<file path="config.mk">
export PLATFORM = sky130hd
export DESIGN_NAME = sflash_device_flat
export DESIGN_NICKNAME = d
export VERILOG_FILES = /design/src/hw/sflash_pkg.sv /design/src/hw/sflash_if.sv /design/src/hw/sflash_sync.sv /design/src/hw/sflash_device.sv /design/src/flat_wrapper.sv
export SDC_FILE = /design/constraint.sdc
export NUM_CORES = 1
export LEC_CHECK = 0
export BUFFER_PORTS_ARGS = -buffer_cell sky130_fd_sc_hd__buf_4
export CORE_MARGIN = 3
export CORE_UTILIZATION = 56
export DETAILED_ROUTE_END_ITERATION = 10
export GPL_ROUTABILITY_DRIVEN = 0
export GPL_TIMING_DRIVEN = 0
export MAX_ROUTING_LAYER = met4
export PLACE_DENSITY = 0.82
export RECOVER_POWER = 100
export SETUP_SLACK_MARGIN = 0.02
export SLEW_MARGIN = 20
export SYNTH_ARGS = -nofsm -noshare
export SYNTH_HDL_FRONTEND = slang
export SYNTH_SLANG_ARGS = --single-unit
export TNS_END_PERCENT = 10
</file>
<file path="constraint.sdc">
create_clock -name i_clock -period 3.87 [get_ports i_clock]
set_input_delay 0 -clock i_clock [delete_from_list [all_inputs] [get_ports i_clock]]
set_output_delay 0 -clock i_clock [all_outputs]
set_load 0.02 [all_outputs]
</file>
<file path="src/hw/sflash_pkg.sv">
// shared constants and types for the serial flash command front end
package sflash_pkg;
    localparam int BYTE_W = 8;
    localparam int ADDR_BYTES = 3;
    localparam int ADDR_W = 24;
    localparam int ARRAY_W = 19;
    localparam logic [18:0] ARRAY_LAST = 19'h7_FFFF;
    localparam logic [2:0] BIT_LAST = 3'h7;
    localparam logic [1:0] CNT_ZERO = 2'h0;

    localparam logic [7:0] OP_READ_FAST = 8'h0B;
    localparam logic [7:0] OP_READ_SLOW = 8'h03;
    localparam logic [7:0] OP_PAGE_ERASE = 8'h81;
    localparam logic [7:0] OP_ERASE_4K = 8'h20;
    localparam logic [7:0] OP_ERASE_32K = 8'h52;
    localparam logic [7:0] OP_ERASE_64K = 8'hD8;
    localparam logic [7:0] OP_CHIP_ERASE_A = 8'h60;
    localparam logic [7:0] OP_CHIP_ERASE_B = 8'hC7;
    localparam logic [7:0] OP_PROGRAM = 8'h02;
    localparam logic [7:0] OP_SEQ_PROG_A = 8'hAD;
    localparam logic [7:0] OP_SEQ_PROG_B = 8'hAF;
    localparam logic [7:0] OP_WRITE_EN = 8'h06;
    localparam logic [7:0] OP_WRITE_DIS = 8'h04;
    localparam logic [7:0] OP_READ_PROT = 8'h3C;
    localparam logic [7:0] OP_OTP_PROG = 8'h9B;
    localparam logic [7:0] OP_OTP_READ = 8'h77;
    localparam logic [7:0] OP_STATUS_RD = 8'h05;
    localparam logic [7:0] OP_STATUS_WR1 = 8'h01;
    localparam logic [7:0] OP_STATUS_WR2 = 8'h31;
    localparam logic [7:0] OP_READ_ID = 8'h9F;
    localparam logic [7:0] OP_POWER_DOWN = 8'hB9;
    localparam logic [7:0] OP_RESUME = 8'hAB;

    // how a command is framed after its opcode
    typedef struct packed {
        logic known;
        logic has_addr;
        logic [1:0] dummies;
        logic is_read;
    } op_shape_t;

    typedef enum logic [2:0] {
        ST_IDLE = 3'b000,
        ST_OPCODE = 3'b001,
        ST_ADDR = 3'b011,
        ST_DUMMY = 3'b010,
        ST_DATA = 3'b110,
        ST_IGNORE = 3'b111
    } dev_state_t;

    typedef enum logic [2:0] {
        HS_IDLE = 3'b000,
        HS_SELECT = 3'b001,
        HS_SHIFT = 3'b011,
        HS_GAP = 3'b010,
        HS_RELEASE = 3'b110
    } host_state_t;

    function automatic op_shape_t decode_op(input logic [7:0] op);
        op_shape_t s;
        s = '{known: 1'b1, has_addr: 1'b0, dummies: 2'h0, is_read: 1'b0};
        unique case (op)
            OP_READ_FAST: begin
                s.has_addr = 1'b1;
                s.dummies = 2'h1;
                s.is_read = 1'b1;
            end
            OP_READ_SLOW: begin
                s.has_addr = 1'b1;
                s.is_read = 1'b1;
            end
            OP_PAGE_ERASE, OP_ERASE_4K, OP_ERASE_32K, OP_ERASE_64K, OP_PROGRAM,
            OP_SEQ_PROG_A, OP_SEQ_PROG_B, OP_READ_PROT, OP_OTP_PROG: begin
                s.has_addr = 1'b1;
            end
            OP_OTP_READ: begin
                s.has_addr = 1'b1;
                s.dummies = 2'h2;
            end
            OP_CHIP_ERASE_A, OP_CHIP_ERASE_B, OP_WRITE_EN, OP_WRITE_DIS, OP_STATUS_RD,
            OP_STATUS_WR1, OP_STATUS_WR2, OP_READ_ID, OP_POWER_DOWN, OP_RESUME: begin
                s.known = 1'b1;
            end
            default: begin
                s.known = 1'b0;
            end
        endcase
        return s;
    endfunction : decode_op
endpackage : sflash_pkg

</file>
<file path="src/hw/sflash_if.sv">
// serial link between host master and flash front end
interface sflash_if;
    logic cs_n;
    logic sck;
    logic si;
    logic so_out;
    logic so_oe;
    logic so;

    // a released line reads as its pull-up level
    assign so = so_oe ? so_out : 1'b1;

    modport device (
        input cs_n,
        input sck,
        input si,
        output so_out,
        output so_oe
    );
    modport host (
        output cs_n,
        output sck,
        output si,
        input so
    );
endinterface : sflash_if

</file>
<file path="src/hw/sflash_sync.sv">
// three-stage synchroniser that reports a level once two late stages agree
module sflash_sync (
    input wire logic i_clock,
    input wire logic i_rst,
    input wire logic i_async,
    input wire logic i_reset_level,
    output logic o_level
);
    logic [2:0] stage_q;
    logic [2:0] stage_d;
    logic level_q;
    logic level_d;

    always_comb begin
        stage_d = {stage_q[1:0], i_async};
        level_d = (stage_q[2] == stage_q[1]) ? stage_q[2] : level_q;
    end

    always_ff @(posedge i_clock or posedge i_rst) begin
        if (i_rst) begin
            stage_q <= 3'h0;
            level_q <= 1'b0;
        end else begin
            stage_q <= stage_d;
            level_q <= level_d;
        end
    end

    // i_reset_level is folded in after the flops via xor, keeping their reset constant
    assign o_level = level_q ^ i_reset_level;
endmodule : sflash_sync

</file>
<file path="src/hw/sflash_device.sv">
// flash front end: frames sessions, decodes opcodes, serves read array
// Function
// - host frames each operation with chip select
// - opcode byte first, then command bytes
// - all bytes shifted most significant first
// - unknown opcode ignored until reselect
// - early release before address does nothing
// - top five address bits discarded
// - read 0Bh takes dummy, 03h none
// - host picks 0Bh fast, 03h slow
// - read data shifted out after header
// - address counter advances during read
// - wrap to zero after last location
// - release ends read, output floats
// - block erases take three address bytes
// - program takes address then data
// - sequential program takes address first
// - protection read takes address, no dummy
// - otp program takes address, no dummy
// - otp read takes address, two dummies
// - status writes take one data byte
// - identification read has no address
// - resume opcode stands alone
// - sample rising clock, drive falling clock
module sflash_device
    import sflash_pkg::*;
(
    input wire logic i_clock,
    input wire logic i_rst,
    sflash_if.device bus,
    output logic [7:0] o_opcode,
    output logic o_opcode_valid,
    output logic [23:0] o_addr,
    output logic o_addr_valid,
    output logic [7:0] o_data,
    output logic o_data_valid,
    output logic [18:0] o_mem_addr,
    output logic o_mem_req,
    input wire logic [7:0] i_mem_data,
    output logic o_busy
);
    logic cs_n_s;
    logic sck_s;
    logic si_s;
    logic sck_prev_q;
    logic sck_rise;
    logic sck_fall;
    logic selected;

    sflash_sync u_sync_cs (.i_clock(i_clock), .i_rst(i_rst), .i_async(~bus.cs_n),
        .i_reset_level(1'b1), .o_level(cs_n_s));
    sflash_sync u_sync_sck (.i_clock(i_clock), .i_rst(i_rst), .i_async(bus.sck),
        .i_reset_level(1'b0), .o_level(sck_s));
    sflash_sync u_sync_si (.i_clock(i_clock), .i_rst(i_rst), .i_async(bus.si),
        .i_reset_level(1'b0), .o_level(si_s));

    assign selected = ~cs_n_s;
    assign sck_rise = selected & sck_s & ~sck_prev_q;
    assign sck_fall = selected & ~sck_s & sck_prev_q;

    dev_state_t state_q, state_d;
    logic [2:0] bit_q, bit_d;
    logic [7:0] shift_q, shift_d;
    logic [1:0] cnt_q, cnt_d;
    op_shape_t shape_q, shape_d;
    logic [7:0] op_q, op_d;
    logic [23:0] addr_q, addr_d;
    logic [18:0] rd_addr_q, rd_addr_d;
    logic [7:0] out_q, out_d;
    logic so_q, so_d;
    logic oe_q, oe_d;
    logic op_v_q, op_v_d;
    logic addr_v_q, addr_v_d;
    logic [7:0] data_q, data_d;
    logic data_v_q, data_v_d;
    logic req_q, req_d;
    logic busy_q, busy_d;
    logic [7:0] in_byte;
    op_shape_t dec;

    assign in_byte = {shift_q[6:0], si_s};
    assign dec = decode_op(in_byte);

    always_comb begin
        state_d = state_q;
        bit_d = bit_q;
        shift_d = shift_q;
        cnt_d = cnt_q;
        shape_d = shape_q;
        op_d = op_q;
        addr_d = addr_q;
        rd_addr_d = rd_addr_q;
        out_d = out_q;
        so_d = so_q;
        oe_d = oe_q;
        op_v_d = 1'b0;
        addr_v_d = 1'b0;
        data_d = data_q;
        data_v_d = 1'b0;
        req_d = 1'b0;
        if (!selected) begin
            // release abandons any partial command or read
            state_d = ST_IDLE;
            oe_d = 1'b0;
            bit_d = 3'h0;
        end else begin
            if (state_q == ST_IDLE) begin
                state_d = ST_OPCODE;
                bit_d = 3'h0;
            end
            if (sck_rise && state_q != ST_IGNORE && state_q != ST_DATA) begin
                shift_d = in_byte;
                bit_d = bit_q + 3'h1;
                if (bit_q == BIT_LAST) begin
                    unique case (state_q)
                        ST_IDLE, ST_OPCODE: begin
                            op_d = in_byte;
                            shape_d = dec;
                            op_v_d = dec.known;
                            cnt_d = CNT_ZERO;
                            if (!dec.known) begin
                                state_d = ST_IGNORE;
                            end else if (dec.has_addr) begin
                                state_d = ST_ADDR;
                            end else begin
                                state_d = ST_DATA;
                            end
                        end
                        ST_ADDR: begin
                            addr_d = {addr_q[15:0], in_byte};
                            cnt_d = cnt_q + 2'h1;
                            if (cnt_q == 2'(ADDR_BYTES - 1)) begin
                                addr_v_d = 1'b1;
                                rd_addr_d = {addr_q[10:0], in_byte};
                                cnt_d = CNT_ZERO;
                                state_d = (shape_q.dummies != CNT_ZERO) ? ST_DUMMY : ST_DATA;
                                req_d = shape_q.is_read;
                            end
                        end
                        ST_DUMMY: begin
                            cnt_d = cnt_q + 2'h1;
                            if (cnt_q + 2'h1 == shape_q.dummies) begin
                                state_d = ST_DATA;
                            end
                        end
                        default: begin
                            state_d = ST_IGNORE;
                        end
                    endcase
                end
            end else if (sck_rise && state_q == ST_DATA && !shape_q.is_read) begin
                // write-type payload bytes surface for the back end
                shift_d = in_byte;
                bit_d = bit_q + 3'h1;
                if (bit_q == BIT_LAST) begin
                    data_d = in_byte;
                    data_v_d = 1'b1;
                end
            end
            // the first byte is fetched before any dummy byte, so take every answer
            if (req_q) begin
                out_d = i_mem_data;
            end
            if (state_q == ST_DATA && shape_q.is_read) begin
                if (sck_fall) begin
                    oe_d = 1'b1;
                    so_d = out_q[BIT_LAST - bit_q];
                    bit_d = bit_q + 3'h1;
                    if (bit_q == BIT_LAST) begin
                        rd_addr_d = (rd_addr_q == ARRAY_LAST) ? '0 : rd_addr_q + 19'h1;
                        req_d = 1'b1;
                    end
                end
            end
        end
        busy_d = (state_d != ST_IDLE);
    end

    always_ff @(posedge i_clock or posedge i_rst) begin
        if (i_rst) begin
            state_q <= ST_IDLE;
            bit_q <= 3'h0;
            shift_q <= 8'h00;
            cnt_q <= 2'h0;
            shape_q <= '0;
            op_q <= 8'h00;
            addr_q <= 24'h00_0000;
            rd_addr_q <= 19'h0_0000;
            out_q <= 8'h00;
            so_q <= 1'b0;
            oe_q <= 1'b0;
            op_v_q <= 1'b0;
            addr_v_q <= 1'b0;
            data_q <= 8'h00;
            data_v_q <= 1'b0;
            req_q <= 1'b0;
            sck_prev_q <= 1'b0;
            busy_q <= 1'b0;
        end else begin
            state_q <= state_d;
            bit_q <= bit_d;
            shift_q <= shift_d;
            cnt_q <= cnt_d;
            shape_q <= shape_d;
            op_q <= op_d;
            addr_q <= addr_d;
            rd_addr_q <= rd_addr_d;
            out_q <= out_d;
            so_q <= so_d;
            oe_q <= oe_d;
            op_v_q <= op_v_d;
            addr_v_q <= addr_v_d;
            data_q <= data_d;
            data_v_q <= data_v_d;
            req_q <= req_d;
            sck_prev_q <= sck_s;
            busy_q <= busy_d;
        end
    end

    assign bus.so_out = so_q;
    assign bus.so_oe = oe_q;
    assign o_opcode = op_q;
    assign o_opcode_valid = op_v_q;
    assign o_addr = addr_q;
    assign o_addr_valid = addr_v_q;
    assign o_data = data_q;
    assign o_data_valid = data_v_q;
    assign o_mem_addr = rd_addr_q;
    assign o_mem_req = req_q;
    assign o_busy = busy_q;
endmodule : sflash_device

</file>
<file path="src/flat_wrapper.sv">
// flat-port wrapper written by rule: the top's interface ports become plain ports
module sflash_device_flat import sflash_pkg::*;
  (i_clock, i_rst, o_opcode, o_opcode_valid, o_addr, o_addr_valid, o_data, o_data_valid, o_mem_addr, o_mem_req, i_mem_data, o_busy, bus_cs_n, bus_sck, bus_si, bus_so_out, bus_so_oe);
  sflash_if bus_i ();
  input wire logic i_clock;
  input wire logic i_rst;
  output logic [7:0] o_opcode;
  output logic o_opcode_valid;
  output logic [23:0] o_addr;
  output logic o_addr_valid;
  output logic [7:0] o_data;
  output logic o_data_valid;
  output logic [18:0] o_mem_addr;
  output logic o_mem_req;
  input wire logic [7:0] i_mem_data;
  output logic o_busy;
  input wire logic [$bits(bus_i.cs_n)-1:0] bus_cs_n;
  input wire logic [$bits(bus_i.sck)-1:0] bus_sck;
  input wire logic [$bits(bus_i.si)-1:0] bus_si;
  output wire logic [$bits(bus_i.so_out)-1:0] bus_so_out;
  output wire logic [$bits(bus_i.so_oe)-1:0] bus_so_oe;
  assign bus_i.cs_n = bus_cs_n;
  assign bus_i.sck = bus_sck;
  assign bus_i.si = bus_si;
  assign bus_so_out = bus_i.so_out;
  assign bus_so_oe = bus_i.so_oe;
  sflash_device u_core (.i_clock(i_clock), .i_rst(i_rst), .bus(bus_i), .o_opcode(o_opcode), .o_opcode_valid(o_opcode_valid), .o_addr(o_addr), .o_addr_valid(o_addr_valid), .o_data(o_data), .o_data_valid(o_data_valid), .o_mem_addr(o_mem_addr), .o_mem_req(o_mem_req), .i_mem_data(i_mem_data), .o_busy(o_busy));
endmodule
</file>
==> impl_metrics.py <==
metrics = {
    "floorplanning": {
        "die_area_sq_um": 9880,
        "io_pins": 79,
        "initial_utilization_pct": 58.6,
        "die_w_um": 99.4,
        "die_y_um": 99.4,
        "row_count": 33,
        "core-area_sq_um": 8340,
    },
    "drt": {
        "wire_per_inst_um": 18.0,
        "routed_via_density": 6.11,
        "drc": 0,
        "wl_um": 11300,
        "vias": 3834,
        "drt_pass1_iterations": 5,
        "ant_nets": 0,
        "drtIter0Drc": 223,
    },
    "clocking": {
        "clkLatencyLatePin_ns": 0.36,
        "clk_path_buf_depth": 2,
        "postCtsHoldBufs": 12,
        "numClockSinks": 105,
        "cts_buffers": 9,
        "path_clk_slew_ns": 0.09,
        "root_buffer": "clkbuf_8",
        "cts_tree": "yes",
        "h-tree-depth": 3,
        "cts-resized-gates": 0,
        "postCtsSetupRepairBufs": 0,
    },
    "yosys": {
        "syn-num-nets": 436,
        "syn_inst": 417,
        "avgSynthCellArea_sq_um": 11.7,
        "synth_edf_count": 0,
        "synth_area_sq_um": 4880,
        "async_flop_share_pct": 100,
        "yosysUniqueCellTypes": 63,
        "ys.flop_type": "dfrtp_1",
        "ys_seq_area_share_pct": 53.8,
        "synth.ff_latch_count": 105,
        "yosys_warnings": 0,
    },
    "sta": {
        "slew_headroom_pct": -31.7,
        "rsz0062_at_grt": "false",
        "period_share_pct": 77.7,
        "finalCriticalPeriod_ns": 3.01,
        "hold_viol": 0,
        "fin_setup_tns_ns": 0,
        "final-setup-viol-count": 0,
        "slew_violations": 65,
        "fin_skew_ns": 0.00803,
        "maxClockFrequency_ghz": 0.332,
        "tightestPinTransition_ns": 1.97,
    },
    "global_route": {
        "grt_usage_pct": 24.0,
        "grt_pass1_vias": 3702,
        "antenna_found_initial": 0,
        "grt_overflow": 0,
        "grt_pass1_wl_um": 18300,
        "grt_max_degree": 62,
    },
    "outcome": {
        "status": "complete, but fails checks",
        "failed_checks": "capacitance limit, slew limit",
    },
    "setup_path": {
        "crit_path_end_kind": "register",
        "r2r_start": "u_core.state_q[1]",
        "worstPathRequired_ns": 4.16,
        "path_class": "reg2reg",
        "reg2reg_depth": 6,
        "arrival_ns": 3.30,
        "critPathMaxFanout": 10,
        "setup.worst_path.start": "u_core.state_q[1]",
        "r2r_slack_ns": 0.86,
        "r2r-end": "u_core.bit_q[2]",
        "start_kind": "register",
        "timing.critical_path.to": "u_core.bit_q[2]",
    },
    "hold_path": {
        "hp-class": "in2reg",
    },
    "power": {
        "peakVddDrop_v": 0.000358,
        "power_w": 0.00242,
        "power_density_nw_per_um2": 425,
        "power_leakage_nw": 2.54,
    },
    "place": {
        "place_hpwl_um": 7770,
        "portBuffers": 78,
    },
    "final_layout": {
        "area_growth_pct": 16.4,
        "layout_common_cells": "dfrtp_1, clkbuf_1, mux2_2",
        "final_common_cell": "dfrtp_1",
        "antenna_cells": 0,
        "fin_nets": 538,
        "drive_gt1_share_pct": 18.0,
    },
    "run": {
        "max_cap_violations": 3,
    },
}
==> cell families after synthesis <==
| group | after synthesis | share of synthesized area, % |
|---|---|---|
| xor gates and xnor gates | 5 | 0.896 |
| muxes | 62 | 14.7 |
| buffers and inverters | 36 | 3.56 |
| AOI/OAI and AO/OA | 71 | 9.94 |
| and+or+nand+nor | 129 | 15.0 |
| adders and majority gates | 9 | 2.15 |
| DFF | 105 | 53.8 |
==> report_power, final <==
group	leakage, nW	switching [W]	internal, W
clock	0.122	0.000357	0.000444
combinational	1.01	0.000265	0.000146
sequential	1.40	0.0000601	0.00115
total	2.54	0.000682	0.00174
==> cell type report <==
type                       count  area [sq um]
fill                         683          2660
sequential                   105          2630
multi-input combinational    276          2040
timing repair buffer          91           485
clock buffer                  10           138
tap                          105           131
buffer                        24           115
clock inverter                 5           104
inverter                      12          46.3
==> synthesized netlist by cell type, types with 7 or more instances <==
cell | number | area, sq um
nor4_1 | 8 | 50.1
nand2_1 | 34 | 128
or3_1 | 7 | 43.8
a21oi_1 | 12 | 60.1
mux2_2 | 54 | 608
nor2_1 | 20 | 75.1
clkbuf_1 | 11 | 41.3
dfrtp_1 | 105 | 2630
buf_2 | 7 | 35.0
nor3_1 | 7 | 35.0
inv_1 | 12 | 45.0
nand3_1 | 10 | 50.1
o21ai_0 | 19 | 95.1
==> routing by layer <==
metal  global-route usage (%)  wire length, um  part of all wire, %  vias up
met5                        -                0                    0        -
met3                     6.10              871                  7.7       22
met4                     7.46              196                  1.7        0
met2                     37.6             5440                   48      192
met1                     31.1             4790                   42     1885
li1                         -                -                    -     1735
==> critical path, stage by stage (launching register included) <==
cell     delay [ns]
dfrtp_1        0.39
buf_2          0.23
nand2_1        0.11
o21ai_0        1.19
nand2_1        0.32
or3b_2         0.54
a21oi_1        0.15
==> per-stage QoR <==
stage	utilization (%)	area (sq um)	setup slack, ns	cells	hold WS (ns)
floorplan	-	4880	1.11	417	0.0314
global placement	67.2	5600	0.0721	600	0.109
detailed placement	67.6	5630	1.41	601	0.0407
CTS	71.9	6000	1.40	628	0.193
global route	68.2	5680	0.655	628	0.300
finish	68.2	5680	0.862	628	0.302
==> how the worst min path moves through the flow <==
stage          startpoint                      endpoint  slack [ns]  cells past startpoint
4_1_cts             i_rst              u_core.o_data[3]        0.19                      3
3_3_place_gp       bus_si   u_core.u_sync_si.stage_q[0]        0.11                      1
6_report          bus_sck  u_core.u_sync_sck.stage_q[0]        0.30                      2
3_5_place_dp        i_rst              u_core.o_data[3]        0.04                      2
2_1_floorplan     bus_sck  u_core.u_sync_sck.stage_q[0]        0.03                      0
5_1_grt           bus_sck  u_core.u_sync_sck.stage_q[0]        0.30                      2
==> registers in the layout, summed over array words and instances, names as in the netlist, 2 cells and up <==
register and cells:
u_core.out_q 8, u_core.bit_q 3, u_core.shift_q 7, u_core.o_mem_addr 19, u_core.u_sync_sck.stage_q 3, u_core.u_sync_si.stage_q 3, u_core.o_data 8, u_core.shape_q 3
u_core.u_sync_cs.stage_q 3, u_core.o_addr 24, u_core.cnt_q 2, u_core.state_q 3, u_core.o_opcode 8
No activity file was read; power rests on OpenSTA's default activity.
